[src/enc_cmd_pkg.sv]
package enc_cmd_pkg;
  // ==========================================================
  // Command bytes
  localparam logic [7:0] CMD_POS_RD = 8'h42;
  localparam logic [7:0] CMD_POS_SET = 8'h43;
  localparam logic [7:0] CMD_ANALOG_RD = 8'h44;
  localparam logic [7:0] CMD_CNT_RD = 8'h46;
  localparam logic [7:0] CMD_CNT_INC = 8'h47;
  localparam logic [7:0] CMD_CNT_CLR = 8'h49;
  localparam logic [7:0] CMD_DATA_RD = 8'h4a;
  localparam logic [7:0] CMD_DATA_WR = 8'h4b;
  localparam logic [7:0] CMD_FIELD_STAT = 8'h4c;
  localparam logic [7:0] CMD_FIELD_NEW = 8'h4d;
  localparam logic [7:0] CMD_FREE_RD = 8'h4e;
  localparam logic [7:0] CMD_ACCESS_SET = 8'h4f;
  localparam logic [7:0] CMD_STATUS_RD = 8'h50;
  localparam logic [7:0] CMD_TYPE_RD = 8'h52;
  localparam logic [7:0] CMD_RESET = 8'h53;
  localparam logic [7:0] CMD_ADDR_SET = 8'h55;
  localparam logic [7:0] CMD_SERIAL_RD = 8'h56;
  localparam logic [7:0] CMD_IF_CFG = 8'h57;
  localparam logic [7:0] ANALOG_TEMP_CH = 8'h48;
  // ==========================================================
  // Status codes
  localparam logic [7:0] SC_OK = 8'h00;
  localparam logic [7:0] SC_ALIGN = 8'h01;
  localparam logic [7:0] SC_TABLE = 8'h03;
  localparam logic [7:0] SC_CSUM_INT = 8'h06;
  localparam logic [7:0] SC_WDOG = 8'h07;
  localparam logic [7:0] SC_CNT_OVF = 8'h08;
  localparam logic [7:0] SC_PARITY = 8'h09;
  localparam logic [7:0] SC_RX_SUM = 8'h0a;
  localparam logic [7:0] SC_UNK_CMD = 8'h0b;
  localparam logic [7:0] SC_LEN = 8'h0c;
  localparam logic [7:0] SC_ARG = 8'h0d;
  localparam logic [7:0] SC_WR_PROT = 8'h0e;
  localparam logic [7:0] SC_ACCESS = 8'h0f;
  localparam logic [7:0] SC_FIXED = 8'h10;
  localparam logic [7:0] SC_WORD = 8'h11;
  localparam logic [7:0] SC_NO_FIELD = 8'h12;
  localparam logic [7:0] SC_CURRENT = 8'h1d;
  localparam logic [7:0] SC_TEMP = 8'h1e;
  localparam logic [7:0] SC_SPEED = 8'h1f;
  localparam logic [7:0] SC_ST_POS = 8'h20;
  // ==========================================================
  // Fault pin positions in the synchronised vector
  localparam int FB_ALIGN = 0;
  localparam int FB_TABLE = 1;
  localparam int FB_CSUM = 2;
  localparam int FB_WDOG = 3;
  localparam int FB_SPEED = 4;
  localparam int FB_ST_POS = 5;
  localparam int FB_CURRENT = 6;
  localparam int FB_TEMP = 7;
  localparam int FAULT_PINS = 8;
  // ==========================================================
  // Sizes and reset values
  localparam int BUF_BYTES = 8;
  localparam int REP_BYTES = 5;
  localparam int NUM_FIELDS = 8;
  localparam int FIELD_WORDS = 16;
  localparam logic [7:0] NUM_FIELDS_B = 8'h08;
  localparam logic [7:0] FIELD_WORDS_B = 8'h10;
  localparam logic [7:0] FIELD0_SIZE = 8'h04;
  localparam logic [7:0] FREE_RESET = 8'h7c;
  localparam logic [7:0] ADDR_RESET = 8'h40;
  localparam logic [7:0] MODE_RESET = 8'he4;
  localparam logic [7:0] CODE0_RESET = 8'h55;
  localparam logic [15:0] CNT_RESET = 16'h0000;
  localparam logic [15:0] CNT_MAX = 16'hffff;
  localparam logic [14:0] OFS_RESET = 15'h0000;

  typedef enum logic [1:0] {ST_IDLE, ST_EXEC, ST_SEND} state_t;
endpackage

[src/pin_sync.sv]
`timescale 1ns/1ns
module pin_sync #(
  parameter int WIDTH = 8
) (
  input wire logic ref_clk,
  input wire logic rst,
  input wire logic clk_en,
  input wire logic [WIDTH-1:0] din,
  output logic [WIDTH-1:0] dout
);
  import enc_cmd_pkg::*;

  // ==========================================================
  // Two-stage synchroniser per pin
  genvar g;
  generate
    for (g = 0; g < WIDTH; g++) begin : g_bit
      logic meta;
      always_ff @(posedge ref_clk) begin
        if (rst) begin
          meta <= 1'b0;
          dout[g] <= 1'b0;
        end else if (clk_en) begin
          meta <= din[g];
          dout[g] <= meta;
        end
      end
    end
  endgenerate
endmodule // pin_sync

[src/field_store.sv]
`timescale 1ns/1ns
module field_store (
  input wire logic ref_clk,
  input wire logic rst,
  input wire logic clk_en,
  input wire logic store_en,
  input wire logic create_en,
  input wire logic [7:0] field,
  input wire logic [7:0] word,
  input wire logic [7:0] new_size,
  input wire logic [15:0] wdata,
  output logic [15:0] rdata,
  output logic [7:0] field_size,
  output logic [7:0] free_words,
  output logic [7:0] exist_fault,
  output logic [7:0] rd_fault,
  output logic [7:0] wr_fault,
  output logic [7:0] cr_fault
);
  import enc_cmd_pkg::*;

  logic [15:0] mem [NUM_FIELDS*FIELD_WORDS];
  logic [7:0] size_tab [NUM_FIELDS];
  logic [7:0] next_free;
  logic [2:0] idx;
  logic [6:0] addr;
  logic in_range;

  // ==========================================================
  // Fault checks
  always_comb begin
    idx = field[2:0];
    addr = {idx, word[3:0]};
    in_range = field < NUM_FIELDS_B;
    field_size = in_range ? size_tab[idx] : 8'h00;
    rdata = mem[addr];
    exist_fault = (field_size == 8'h00) ? SC_NO_FIELD : SC_OK; // see RULE8
    rd_fault = exist_fault;
    if (exist_fault == SC_OK && word >= field_size) begin
      rd_fault = SC_WORD; // see RULE8
    end
    wr_fault = rd_fault;
    if (rd_fault == SC_OK && idx == 3'd0) begin
      wr_fault = SC_WR_PROT; // see RULE8
    end
    // Fixed slots keep sizing trivial; free count still honours the total
    if (!in_range) begin
      cr_fault = SC_NO_FIELD;
    end else if (field_size != 8'h00) begin
      cr_fault = SC_FIXED; // see RULE9
    end else if (new_size == 8'h00 || new_size > FIELD_WORDS_B || new_size > free_words) begin
      cr_fault = SC_ARG; // see RULE7
    end else begin
      cr_fault = SC_OK;
    end
    next_free = create_en ? free_words - new_size : free_words;
  end

  // ==========================================================
  // Storage
  always_ff @(posedge ref_clk) begin
    if (rst) begin
      for (int i = 0; i < NUM_FIELDS; i++) begin
        size_tab[i] <= (i == 0) ? FIELD0_SIZE : 8'h00;
      end
      free_words <= FREE_RESET;
    end else if (clk_en) begin
      if (store_en) begin
        mem[addr] <= wdata;
      end
      if (create_en) begin
        size_tab[idx] <= new_size;
      end
      free_words <= next_free;
    end
  end
endmodule // field_store

[src/enc_cmd_status.sv]
`timescale 1ns/1ns
// ==========================================================
// Notes on behaviour
// RULE1 - Decode one command byte per request
// RULE2 - Data field read, store, status, create, free
// RULE3 - Protected commands carry access byte, default 55h
// RULE4 - No fault gives status 00h
// RULE5 - Init faults report 01h, 03h, 06h
// RULE6 - Parity 09h, checksum 0Ah, unknown 0Bh
// RULE7 - Wrong length 0Ch, bad argument 0Dh
// RULE8 - Write protect 0Eh, word 11h, missing 12h
// RULE9 - Wrong access 0Fh, fixed size 10h
// RULE10 - Overspeed 1Fh, unreliable single-turn 20h
// RULE11 - Current 1Dh, temperature 1Eh, overflow 08h
// RULE12 - Watchdog restart reports 07h
// RULE13 - Hold latest fault until read or cleared
// RULE14 - Controller reads status after refused request
module enc_cmd_status #(
  parameter logic [7:0] TYPE_ID = 8'h5a,
  parameter logic [23:0] SERIAL_NO = 24'h00_0001,
  parameter logic [7:0] FW_VERSION = 8'h01
) (
  input wire logic ref_clk,
  input wire logic rst,
  input wire logic clk_en,
  input wire logic rx_valid,
  input wire logic [7:0] rx_byte,
  input wire logic rx_last,
  input wire logic rx_parity_err,
  input wire logic rx_sum_err,
  input wire logic [14:0] pos_raw,
  input wire logic [7:0] temp_c,
  input wire logic align_bad,
  input wire logic table_bad,
  input wire logic csum_bad,
  input wire logic wdog_restart,
  input wire logic overspeed,
  input wire logic st_unreliable,
  input wire logic current_crit,
  input wire logic temp_crit,
  output logic tx_valid,
  output logic [7:0] tx_byte,
  output logic tx_last,
  output logic [7:0] status_code,
  output logic [7:0] enc_addr,
  output logic [7:0] mode_cfg,
  output logic busy
);
  import enc_cmd_pkg::*;

  // Type ID, serial and version defaults are arbitrary values

  state_t state, next_state;
  logic [7:0] rx_buf [BUF_BYTES];
  logic [7:0] next_rx_buf [BUF_BYTES];
  logic [7:0] rep [REP_BYTES];
  logic [7:0] next_rep [REP_BYTES];
  logic [3:0] cnt, next_cnt;
  logic [7:0] rx_fault, next_rx_fault;
  logic [2:0] rep_len, next_rep_len;
  logic [2:0] rep_idx, next_rep_idx;
  logic [7:0] next_status_code;
  logic [14:0] pos_ofs, next_pos_ofs;
  logic [15:0] counter, next_counter;
  logic [7:0] access_code, next_access_code;
  logic [7:0] next_enc_addr, next_mode_cfg;
  logic next_tx_valid, next_tx_last, next_busy;
  logic [7:0] next_tx_byte;
  logic [7:0] flt, flt_prev;
  logic [7:0] err;
  logic [14:0] pos_now;
  logic store_en, create_en;
  logic [15:0] fs_rdata;
  logic [7:0] fs_size, fs_free, fs_exist, fs_rd, fs_wr, fs_cr;

  // ==========================================================
  // Decoding helpers
  function automatic logic [3:0] req_len(input logic [7:0] c);
    case (c)
      CMD_POS_RD, CMD_CNT_RD, CMD_CNT_INC, CMD_FREE_RD: req_len = 4'd1;
      CMD_STATUS_RD, CMD_TYPE_RD, CMD_RESET, CMD_SERIAL_RD: req_len = 4'd1;
      CMD_ANALOG_RD, CMD_CNT_CLR, CMD_FIELD_STAT: req_len = 4'd2;
      CMD_DATA_RD, CMD_ACCESS_SET, CMD_ADDR_SET, CMD_IF_CFG: req_len = 4'd3;
      CMD_FIELD_NEW: req_len = 4'd4;
      CMD_POS_SET: req_len = 4'd4;
      CMD_DATA_WR: req_len = 4'd5;
      default: req_len = 4'd0;
    endcase
  endfunction

  // Access byte is always the last byte of these requests
  function automatic logic is_protected(input logic [7:0] c);
    is_protected = (c == CMD_POS_SET) || (c == CMD_CNT_CLR) || (c == CMD_FIELD_NEW) ||
                   (c == CMD_ADDR_SET) || (c == CMD_IF_CFG);
  endfunction

  // Most severe standing condition wins
  function automatic logic [7:0] lvl_code(input logic [7:0] f);
    if (f[FB_WDOG]) lvl_code = SC_WDOG;
    else if (f[FB_ALIGN]) lvl_code = SC_ALIGN;
    else if (f[FB_TABLE]) lvl_code = SC_TABLE;
    else if (f[FB_CSUM]) lvl_code = SC_CSUM_INT;
    else if (f[FB_SPEED]) lvl_code = SC_SPEED;
    else if (f[FB_ST_POS]) lvl_code = SC_ST_POS;
    else if (f[FB_CURRENT]) lvl_code = SC_CURRENT;
    else if (f[FB_TEMP]) lvl_code = SC_TEMP;
    else lvl_code = SC_OK;
  endfunction

  // ==========================================================
  // Fault pins come from the analog side, asynchronous to us
  pin_sync #(
    .WIDTH(FAULT_PINS)
  ) u_sync (
    .ref_clk(ref_clk),
    .rst(rst),
    .clk_en(clk_en),
    .din({temp_crit, current_crit, st_unreliable, overspeed,
          wdog_restart, csum_bad, table_bad, align_bad}),
    .dout(flt)
  );

  field_store u_fields (
    .ref_clk(ref_clk),
    .rst(rst),
    .clk_en(clk_en),
    .store_en(store_en),
    .create_en(create_en),
    .field(rx_buf[1]),
    .word(rx_buf[2]),
    .new_size(rx_buf[2]),
    .wdata({rx_buf[3], rx_buf[4]}),
    .rdata(fs_rdata),
    .field_size(fs_size),
    .free_words(fs_free),
    .exist_fault(fs_exist),
    .rd_fault(fs_rd),
    .wr_fault(fs_wr),
    .cr_fault(fs_cr)
  );

  // ==========================================================
  // Next-state logic
  always_comb begin
    next_state = state;
    next_rx_buf = rx_buf;
    next_rep = rep;
    next_cnt = cnt;
    next_rx_fault = rx_fault;
    next_rep_len = rep_len;
    next_rep_idx = rep_idx;
    next_status_code = status_code;
    next_pos_ofs = pos_ofs;
    next_counter = counter;
    next_access_code = access_code;
    next_enc_addr = enc_addr;
    next_mode_cfg = mode_cfg;
    next_tx_valid = 1'b0;
    next_tx_byte = tx_byte;
    next_tx_last = 1'b0;
    err = SC_OK;
    store_en = 1'b0;
    create_en = 1'b0;
    pos_now = pos_raw + pos_ofs;
    // A newly raised condition replaces the held code
    if (|(flt & ~flt_prev)) begin
      next_status_code = lvl_code(flt & ~flt_prev); // see RULE5 see RULE10 see RULE11 see RULE12
    end
    case (state)
      ST_IDLE: begin
        if (rx_valid && !busy) begin
          if (!cnt[3]) begin
            next_rx_buf[cnt[2:0]] = rx_byte;
          end
          if (cnt != 4'hf) begin
            next_cnt = cnt + 4'h1;
          end
          if (rx_parity_err) begin
            next_rx_fault = SC_PARITY; // see RULE6
          end else if (rx_last && rx_sum_err && rx_fault == SC_OK) begin
            next_rx_fault = SC_RX_SUM; // see RULE6
          end
          if (rx_last) begin
            next_state = ST_EXEC;
          end
        end
      end
      ST_EXEC: begin
        next_cnt = 4'h0;
        next_rx_fault = SC_OK;
        next_rep[0] = rx_buf[0];
        next_rep_len = 3'd1;
        next_rep_idx = 3'd0;
        if (rx_fault != SC_OK) begin
          err = rx_fault;
        end else if (req_len(rx_buf[0]) == 4'd0) begin
          err = SC_UNK_CMD; // see RULE6
        end else if (req_len(rx_buf[0]) != cnt) begin
          err = SC_LEN; // see RULE7
        end else if (is_protected(rx_buf[0]) && rx_buf[cnt[2:0] - 3'd1] != access_code) begin
          err = SC_ACCESS; // see RULE3 see RULE9
        end else begin
          case (rx_buf[0]) // see RULE1
            CMD_POS_RD: begin
              if (flt[FB_SPEED]) begin
                err = SC_SPEED; // see RULE10
              end else if (flt[FB_ST_POS]) begin
                err = SC_ST_POS; // see RULE10
              end else begin
                next_rep[1] = {1'b0, pos_now[14:8]};
                next_rep[2] = pos_now[7:0];
                next_rep_len = 3'd3;
              end
            end
            CMD_POS_SET: begin
              if (rx_buf[1][7]) begin
                err = SC_ARG; // see RULE7
              end else begin
                next_pos_ofs = {rx_buf[1][6:0], rx_buf[2]} - pos_raw;
              end
            end
            CMD_ANALOG_RD: begin
              if (rx_buf[1] != ANALOG_TEMP_CH) begin
                err = SC_ARG; // see RULE7
              end else begin
                next_rep[1] = temp_c;
                next_rep_len = 3'd2;
              end
            end
            CMD_CNT_RD: begin
              next_rep[1] = counter[15:8];
              next_rep[2] = counter[7:0];
              next_rep_len = 3'd3;
            end
            CMD_CNT_INC: begin
              if (counter == CNT_MAX) begin
                err = SC_CNT_OVF; // see RULE11
              end else begin
                next_counter = counter + 16'h0001;
              end
            end
            CMD_CNT_CLR: next_counter = CNT_RESET;
            CMD_DATA_RD: begin
              if (fs_rd != SC_OK) begin
                err = fs_rd; // see RULE2
              end else begin
                next_rep[1] = fs_rdata[15:8];
                next_rep[2] = fs_rdata[7:0];
                next_rep_len = 3'd3;
              end
            end
            CMD_DATA_WR: begin
              if (fs_wr != SC_OK) begin
                err = fs_wr;
              end else begin
                store_en = 1'b1; // see RULE2
              end
            end
            CMD_FIELD_STAT: begin
              if (fs_exist != SC_OK) begin
                err = fs_exist;
              end else begin
                next_rep[1] = fs_size; // see RULE2
                next_rep_len = 3'd2;
              end
            end
            CMD_FIELD_NEW: begin
              if (fs_cr != SC_OK) begin
                err = fs_cr;
              end else begin
                create_en = 1'b1; // see RULE2
              end
            end
            CMD_FREE_RD: begin
              // Words held internally, bytes reported
              next_rep[1] = {7'h00, fs_free[7]}; // see RULE2
              next_rep[2] = {fs_free[6:0], 1'b0};
              next_rep_len = 3'd3;
            end
            CMD_ACCESS_SET: begin
              if (rx_buf[1] != access_code) begin
                err = SC_ACCESS; // see RULE9
              end else begin
                next_access_code = rx_buf[2];
              end
            end
            CMD_STATUS_RD: begin
              next_rep[1] = status_code; // see RULE4 see RULE13
              next_rep_len = 3'd2;
              next_status_code = lvl_code(flt); // see RULE13
            end
            CMD_TYPE_RD: begin
              next_rep[1] = TYPE_ID;
              next_rep_len = 3'd2;
            end
            CMD_RESET: next_status_code = lvl_code(flt); // see RULE13
            CMD_ADDR_SET: next_enc_addr = rx_buf[1];
            CMD_SERIAL_RD: begin
              next_rep[1] = SERIAL_NO[23:16];
              next_rep[2] = SERIAL_NO[15:8];
              next_rep[3] = SERIAL_NO[7:0];
              next_rep[4] = FW_VERSION;
              next_rep_len = 3'd5;
            end
            CMD_IF_CFG: next_mode_cfg = rx_buf[1];
            default: err = SC_UNK_CMD;
          endcase
        end
        // Refused requests get no answer; the code waits for a status read
        if (err != SC_OK) begin
          next_status_code = err; // see RULE13 see RULE14
          next_state = ST_IDLE;
        end else begin
          next_state = ST_SEND;
        end
      end
      ST_SEND: begin
        next_tx_valid = 1'b1;
        next_tx_byte = rep[rep_idx];
        next_tx_last = (rep_idx == rep_len - 3'd1);
        next_rep_idx = rep_idx + 3'd1;
        if (next_tx_last) begin
          next_state = ST_IDLE;
        end
      end
      default: next_state = ST_IDLE;
    endcase
    next_busy = (next_state != ST_IDLE) || next_tx_valid;
  end

  // ==========================================================
  // Registers
  always_ff @(posedge ref_clk) begin
    if (rst) begin
      state <= ST_IDLE;
      for (int i = 0; i < BUF_BYTES; i++) begin
        rx_buf[i] <= 8'h00;
      end
      for (int i = 0; i < REP_BYTES; i++) begin
        rep[i] <= 8'h00;
      end
      cnt <= 4'h0;
      rx_fault <= SC_OK;
      rep_len <= 3'd0;
      rep_idx <= 3'd0;
      status_code <= SC_OK;
      pos_ofs <= OFS_RESET;
      counter <= CNT_RESET;
      access_code <= CODE0_RESET;
      enc_addr <= ADDR_RESET;
      mode_cfg <= MODE_RESET;
      tx_valid <= 1'b0;
      tx_byte <= 8'h00;
      tx_last <= 1'b0;
      busy <= 1'b0;
      flt_prev <= 8'h00;
    end else if (clk_en) begin
      state <= next_state;
      rx_buf <= next_rx_buf;
      rep <= next_rep;
      cnt <= next_cnt;
      rx_fault <= next_rx_fault;
      rep_len <= next_rep_len;
      rep_idx <= next_rep_idx;
      status_code <= next_status_code;
      pos_ofs <= next_pos_ofs;
      counter <= next_counter;
      access_code <= next_access_code;
      enc_addr <= next_enc_addr;
      mode_cfg <= next_mode_cfg;
      tx_valid <= next_tx_valid;
      tx_byte <= next_tx_byte;
      tx_last <= next_tx_last;
      busy <= next_busy;
      flt_prev <= flt;
    end
  end
endmodule // enc_cmd_status

[config.mk]
export PLATFORM = sky130hd
export DESIGN_NAME = enc_cmd_status
export DESIGN_NICKNAME = d
export VERILOG_FILES = /design/src/enc_cmd_pkg.sv /design/src/pin_sync.sv /design/src/field_store.sv /design/src/enc_cmd_status.sv
export SDC_FILE = /design/constraint.sdc
export NUM_CORES = 2
export LEC_CHECK = 0
export BUFFER_PORTS_ARGS = -buffer_cell sky130_fd_sc_hd__buf_4
export CAP_MARGIN = 20
export CORE_MARGIN = 2
export CORE_UTILIZATION = 30
export DETAILED_ROUTE_END_ITERATION = 8
export GPL_TIMING_DRIVEN = 0
export PLACE_DENSITY_LB_ADDON = 0.12
export REMOVE_ABC_BUFFERS = 1
export SETUP_SLACK_MARGIN = 0.1
export SLEW_MARGIN = 20
export SYNTH_ARGS = -nofsm -noshare
export SYNTH_HDL_FRONTEND = slang
export SYNTH_SLANG_ARGS = --single-unit
[constraint.sdc]
create_clock -name ref_clk -period 13 [get_ports ref_clk]
set_input_delay 0.65 -clock ref_clk [delete_from_list [all_inputs] [get_ports ref_clk]]
set_output_delay 0.65 -clock ref_clk [all_outputs]
set_load 0.02 [all_outputs]
After elaboration in Yosys (flattened, before gate mapping)
Memories as Yosys holds them, arrays and structs flattened. A register that Yosys moved wholly into a read port is not among the register bits.
Index checks and enable logic that the tools add are counted.
{ "op_classes": {"reduce_logical": 61, "n_lt_le_gt_ge": 8, "bitwise_logic": 12, "n_mux": 127, "eq_ne": 36, "addsub": 8} }
{ "ops": {"columns": ["cell", "n"], "rows": [
  ["8-bit two-way mux", 41],
  ["8-bit by 7-bit == test with 1-bit output, second input constant", 18],
  ["8-bit one-hot mux with 10 select lines", 1],
  ["8-bit one-hot mux with 9 select lines", 1],
  ["64-bit bitwise mux", 1],
  ["16-bit two-way mux", 4],
  ["8-bit nonzero test", 7],
  ["8-bit binary-select mux with 3-bit select", 2],
  ["4-bit two-way mux", 12],
  ["6-bit two-way mux", 7],
  ["8-bit zero test", 5],
  ["8-bit one-hot mux with 5 select lines", 1],
  ["16-bit one-hot mux with 2 select lines", 1],
  ["1-bit two-way mux", 27],
  ["8-bit demux with 3-bit select", 1],
  ["8-bit AND reduction", 3],
  ["8-bit OR reduction", 3],
  ["3-bit two-way mux", 7],
  ["3-bit one-hot mux with 7 select lines", 1],
  ["7-bit AND reduction", 3],
  ["5-bit two-way mux", 4],
  ["2-bit two-way mux", 9],
  ["16-bit by 1-bit adder with 16-bit output, second input constant", 1],
  ["16-bit == test, second input constant", 1],
  ["other kinds (48)", 91]
]} }
{ "totals": {"mem_count": 2, "register_bits": 215, "ram_bits": 2112} }
{ "memory_table": {"columns": ["memory", "words", "width", "rd", "rd_ports_with_merged_regs", "wr", "line_no", "rtl"], "rows": [
  ["u_fields.mem", 128, 16, 1, 1, 1, "field_store.sv:22", "logic [15:0] mem [NUM_FIELDS*FIELD_WORDS];"],
  ["u_fields.size_tab", 8, 8, 1, 1, 8, "field_store.sv:23", "logic [7:0] size_tab [NUM_FIELDS];"]
]} }

Logic depth before layout (Yosys ltp)
{ "depth": {"ltp_word": 23, "depth_mapped": 20, "mapped_depth_nobuf": 14} }

By module
A second synthesis with hierarchy kept.
{ "hier_totals": {"cells_unflattened": 6412, "hier_area_um2": 94358.0} }
{ "by_module_without_submodules": {"columns": ["mod", "area_each_um2", "seq_area_each_um2", "n_inst", "cells_each"], "rows": [
  ["field_store", 82551.7, 63581.0, 1, 5017],
  ["enc_cmd_status", 11225.8, 3723.6, 1, 1343],
  ["pin_sync", 580.6, 320.3, 1, 52]
]} }

Worst setup path after synthesis
Ideal clock, no wire load.
{ "synth_timing": {"path_type": "reg2reg", "startpoint": "register rx_buf[28] in the netlist's numbering", "endpoint": "memory u_fields.mem[109][0], enable pin", "required_ns": 12.611, "setup_ns": 0.389, "stages_incl_launch_ff": 12, "period_less_slack_ns": 5.121, "arrival_ns": 4.732, "slack_ns": 7.879, "cell_sequence": "dfxtp_1 -> mux4_2 -> xnor2_1 -> nand4_1 -> nor2_1 -> o22ai_1 -> nor4_2 -> nand4_1 -> or3_1 -> buf_2 -> buf_2 -> nor2_1"} }
{ "synth_via": {"elab_chain_cells": 14} }
{ "synth_rtl": {"columns": ["element", "line_no", "rtl"], "rows": [
  ["start: declaration", "enc_cmd_status.sv:54", "logic [7:0] rx_buf [BUF_BYTES];"],
  ["start signal: assignment", "enc_cmd_status.sv:359", "rx_buf <= next_rx_buf;"],
  ["8-bit binary-select mux with 3-bit select", "enc_cmd_status.sv:200", "end else if (is_protected(rx_buf[0]) && rx_buf[cnt[2:0] - 3'd1] != access_code) begin"],
  ["8-bit two-way mux (not written as such) (2 in series)", "enc_cmd_status.sv:200", null],
  ["8-bit != test", "enc_cmd_status.sv:200", null],
  ["1-bit logical AND", "enc_cmd_status.sv:200", null],
  ["1-bit two-way mux", "enc_cmd_status.sv:200", null],
  ["1-bit two-way mux", "enc_cmd_status.sv:198", "end else if (req_len(rx_buf[0]) != cnt) begin"],
  ["1-bit two-way mux", "enc_cmd_status.sv:196", "end else if (req_len(rx_buf[0]) == 4'd0) begin"],
  ["1-bit two-way mux", "enc_cmd_status.sv:194", "if (rx_fault != SC_OK) begin"],
  ["1-bit two-way mux", "enc_cmd_status.sv:169", "case (state)"],
  ["1-bit two-way mux", "field_store.sv:68", "if (store_en) begin"],
  ["1-bit two-way mux", "field_store.sv:67", "end else if (clk_en) begin"],
  ["1-bit two-way mux", "field_store.sv:62", "if (rst) begin"],
  ["1-bit two-way mux (not written as such)", "field_store.sv:69", "mem[addr] <= wdata;"],
  ["end: declaration", "field_store.sv:22", null]
]} }
No other way between the ends. The select of a mux whose other input is x is not followed.

Worst setup path in the final report
{ "layout_timing": {"startpoint": "register cnt[0]", "endpoint": "memory u_fields.mem[106][11], enable pin"} }
{ "layout_via": {"elab_chain_cells": 16, "elab_cells_between_ends": 17} }
{ "layout_rtl": {"columns": ["element", "line_no", "rtl"], "rows": [
  ["start: declaration", "enc_cmd_status.sv:58", "logic [3:0] cnt, next_cnt;"],
  ["start signal: assignment", "enc_cmd_status.sv:361", "cnt <= next_cnt;"],
  ["3-bit by 1-bit subtractor with 3-bit output", "enc_cmd_status.sv:200", null],
  ["3-bit inverter with 4-bit output (not written as such)", "enc_cmd_status.sv:200", null],
  ["8-bit binary-select mux with 3-bit select", "enc_cmd_status.sv:200", null],
  ["8-bit two-way mux (not written as such) (2 in series)", "enc_cmd_status.sv:200", null],
  ["8-bit != test", "enc_cmd_status.sv:200", null],
  ["1-bit logical AND", "enc_cmd_status.sv:200", null],
  ["1-bit two-way mux", "enc_cmd_status.sv:200", null],
  ["1-bit two-way mux (*)", "enc_cmd_status.sv:198", null],
  ["1-bit two-way mux (*)", "enc_cmd_status.sv:196", null],
  ["1-bit two-way mux (*)", "enc_cmd_status.sv:194", null],
  ["1-bit two-way mux (*)", "enc_cmd_status.sv:169", null],
  ["1-bit two-way mux (*)", "field_store.sv:68", null],
  ["1-bit two-way mux (*)", "field_store.sv:67", null],
  ["1-bit two-way mux (*)", "field_store.sv:62", null],
  ["1-bit two-way mux (not written as such) (*)", "field_store.sv:69", null]
]} }
Mark *: on every way between the ends. The rest lies on a longest branch, timed or not. The select of a mux whose other input is x is not followed.

==> results.sh <==
export IMPL_avgSynthCellArea_um2=19.74
export IMPL_netlist_instances=4745
export IMPL_cts_setup_buffers=0
export IMPL_setup_viol=0
export IMPL_pre_cts_ws_ns=6.527
export IMPL_power_density_nw_per_um2=136.9
export IMPL_via_count=46790
export IMPL_slew_headroom_pct=25.39
export IMPL_synth_distinct_cells=92
export IMPL_drt_iter0_drc=3988
export IMPL_yosysWarnings=0
export IMPL_synth_largest_area_cell="edfxtp_1"
export IMPL_rsz0062_at_grt="no"
export IMPL_cts_resized=0
export IMPL_fin_crit_sh_pct=49.56
export IMPL_grt_max_degree=117
export IMPL_worstRegToRegCells=12
export IMPL_clk_pin_slew_ns=0.06
export IMPL_criticalPathCategory="register to register"
export IMPL_synth_seq_cells=2329
export IMPL_hp_class="input pin to register"
export IMPL_fmax_mhz=155.2
export IMPL_hold_depth=3
export IMPL_clkLatencyLatePin_ns=0.91
export IMPL_yosys_top_cells_area="edfxtp_1 (68%), mux4_2 (17%), dfxtp_1 (4.6%)"
export IMPL_cts_root_buffer="clkbuf_16"
export IMPL_fp_dieH_um=562.8
export IMPL_ant_nets=0
export IMPL_tightest_slew_ns=1.116
export IMPL_wirelength_mm=255.3
export IMPL_synthTopCellsByCount="edfxtp_1 (2,112), mux4_2 (697), nor2_1 (411)"
export IMPL_final_setup_worst_slack_ns=6.557
export IMPL_worstPathArrival_ns=6.95
export IMPL_p_leak_nw=36.41
export IMPL_vias_per_cell=4.880
export IMPL_cp_end_kind="register"
export IMPL_htreeDepth=4
export IMPL_report_final_slew_viol_count=0
export IMPL_cp_required_ns=13.51
export IMPL_period_minus_slack_ns=6.443
export IMPL_vdd_drop_max_mv=0.1012
export IMPL_grt_pass1_wl_mm=366.1
export IMPL_ys_seq_area_share_pct=72.33
export IMPL_syn_area_um2=93690
export IMPL_status="completed"
export IMPL_synth_top_area_share_pct=67.69
export IMPL_start_util_pct=30.09
export IMPL_cts_buffers=249
export IMPL_wl_per_cell_um=26.63
export IMPL_holdBufCountCts=9
export IMPL_drcViolationCount=0
export IMPL_stdcell_area_um2=111900
export IMPL_die_w_um=562.8
export IMPL_hpwl_mm=162.0
export IMPL_hold_viol=0
export IMPL_grt_pass1_vias=48600
export IMPL_area_growth_pct=19.40
export IMPL_grt_use_total_pct=16.03
export IMPL_yosysMostFrequentCell="edfxtp_1"
export IMPL_synth_edff_count=2112
export IMPL_start_kind="register"
export IMPL_gr_total_overflow=0
export IMPL_dr_pass1_iters=5
export IMPL_synth_async_reset_ratio_pct=0
export IMPL_gp_congestion=0.8213
export IMPL_core_um2=311400
export IMPL_port_buffers=80
export IMPL_die_area_um2=316800
export IMPL_rows=205
export IMPL_drive_gt1_share_pct=26.50
export IMPL_synth_flop_cell="edfxtp_1"
export IMPL_placement_cell_area_um2=104000
export IMPL_final_setup_tns_ns=0
export IMPL_clock_sinks=2329
export IMPL_io_pins=81
export IMPL_antenna_found_initial=20
export IMPL_nets=5347
export IMPL_cts_tree="done"
export IMPL_cts_buffer_depth=4
export IMPL_finalClockSkew_ns=0.05292
export IMPL_cap_violations=0
export IMPL_path_max_fanout=21
-- placed cells by master (no fill, tap or decap), types with 15 or more instances in the layout --
cell type and count:
buf_16 103, a22oi_1 15, dfxtp_1 191, o21ai_0 58, mux2i_1 168, clkinv_1 52, dfxtp_4 22, nand4_1 21
a21oi_1 87, buf_12 30, nand2_1 122, clkinv_2 32, conb_1 280, buf_4 82, edfxtp_1 2112, xor2_1 23
nand3_1 31, inv_1 55, nor2_1 298, xnor2_1 49, nor3_1 53, or3_1 15, clkbuf_16 251, ha_1 53
a211o_1 17, bufinv_16 21, mux4_2 697, nor2b_1 24, nand2b_1 29, clkbuf_1 70, nor2_4 112
-- cell type report --
type	instances	area, um^2
clock inverters	122	1175
clock buffers	326	6613
repair buffers	232	4254
fillers	28940	199500
diodes	5	12.51
multi-input cells	2376	26560
inverters	57	216.5
flip-flops and latches	2329	67850
well taps	4140	5180
-- kinds of logic (layout without fill, tap and decap cells) --
group / Yosys count / in the layout / share of synthesized area [%]
flip-flops: 2329 / 2329 / 72.33
multiplexers: 868 / 868 / 18.59
AND/OR/NAND/NOR: 796 / 796 / 3.953
buffers and inverters: 319 / 737 / 1.458
AO/OA/AOI/OAI: 304 / 304 / 2.225
XOR/XNOR: 72 / 72 / 0.6731
adder cells (fa/ha/maj): 56 / 56 / 0.7719
other: 1 / 285 / 0.004003
-- worst paths after layout --
check | start | end | slack (ns)
worst max-delay path | cnt[0] | u_fields.mem[106][11] | 6.56
worst min-delay path | rx_byte[7] | rx_buf[23] | 0.09
worst max register to register | cnt[0] | u_fields.mem[106][11] | 6.56
worst min register to register | rep_len[1] | rep_len[1] | 0.45
-- through the flow --
| stage | instances | utilization (%) | power, mW | hold slack [ns] |
|---|---|---|---|---|
| 2_1_floorplan | 4762 | - | 8.455 | 0.4228 |
| 3_3_place_gp | 8982 | 31.91 | 8.591 | 0.4467 |
| 3_5_place_dp | 9125 | 33.39 | 8.561 | 0.4470 |
| 4_1_cts | 9582 | 35.92 | 15.54 | 0.004467 |
| 5_1_grt | 9584 | 35.92 | 15.82 | 0.05127 |
| 6_report | 9587 | 35.92 | 15.31 | 0.09270 |
-- layer usage --
metal / routed length (um) / vias to the layer above / GRT usage, % / part of all wire, %
met2: 123300 / 1023 / 26.40 / 48
met4: 6871 / 4 / 4.613 / 2.7
met1: 115500 / 25160 / 22.37 / 45
met5: 29 / - / 0 / 0.011
met3: 9573 / 358 / 1.806 / 3.8
li1: - / 20240 / - / -
-- registers in the layout, indices dropped and copies added (netlist names), 15 cells and up, named ones only --
signal	count
u_fields.size_tab	64
counter	16
pos_ofs	15
u_fields.mem	2048
rx_buf	64
rep	25
-- worst max-delay path: stages, from the launching register on --
cell and delay (ns):
dfxtp_2 0.79, inv_1 0.24, ha_1 0.95, mux4_2 0.46, xnor2_1 0.19, nand4_1 0.11, nor2_1 0.28, o22ai_1 0.21
nor4_2 0.79, and4_1 0.59, nand3_4 0.39, buf_12 0.36, nor2_4 0.62
-- where the power goes --
| group | internal (mW) | leakage [nW] | total (mW) | switching (mW) |
|---|---|---|---|---|
| sequential | 8.10 | 23.0 | 8.13 | 0.0354 |
| clock | 3.97 | 3.78 | 6.91 | 2.94 |
| combinational | 0.105 | 9.66 | 0.270 | 0.165 |
| total | 12.2 | 36.4 | 15.3 | 3.14 |
No activity file was read; power rests on OpenSTA's default activity.
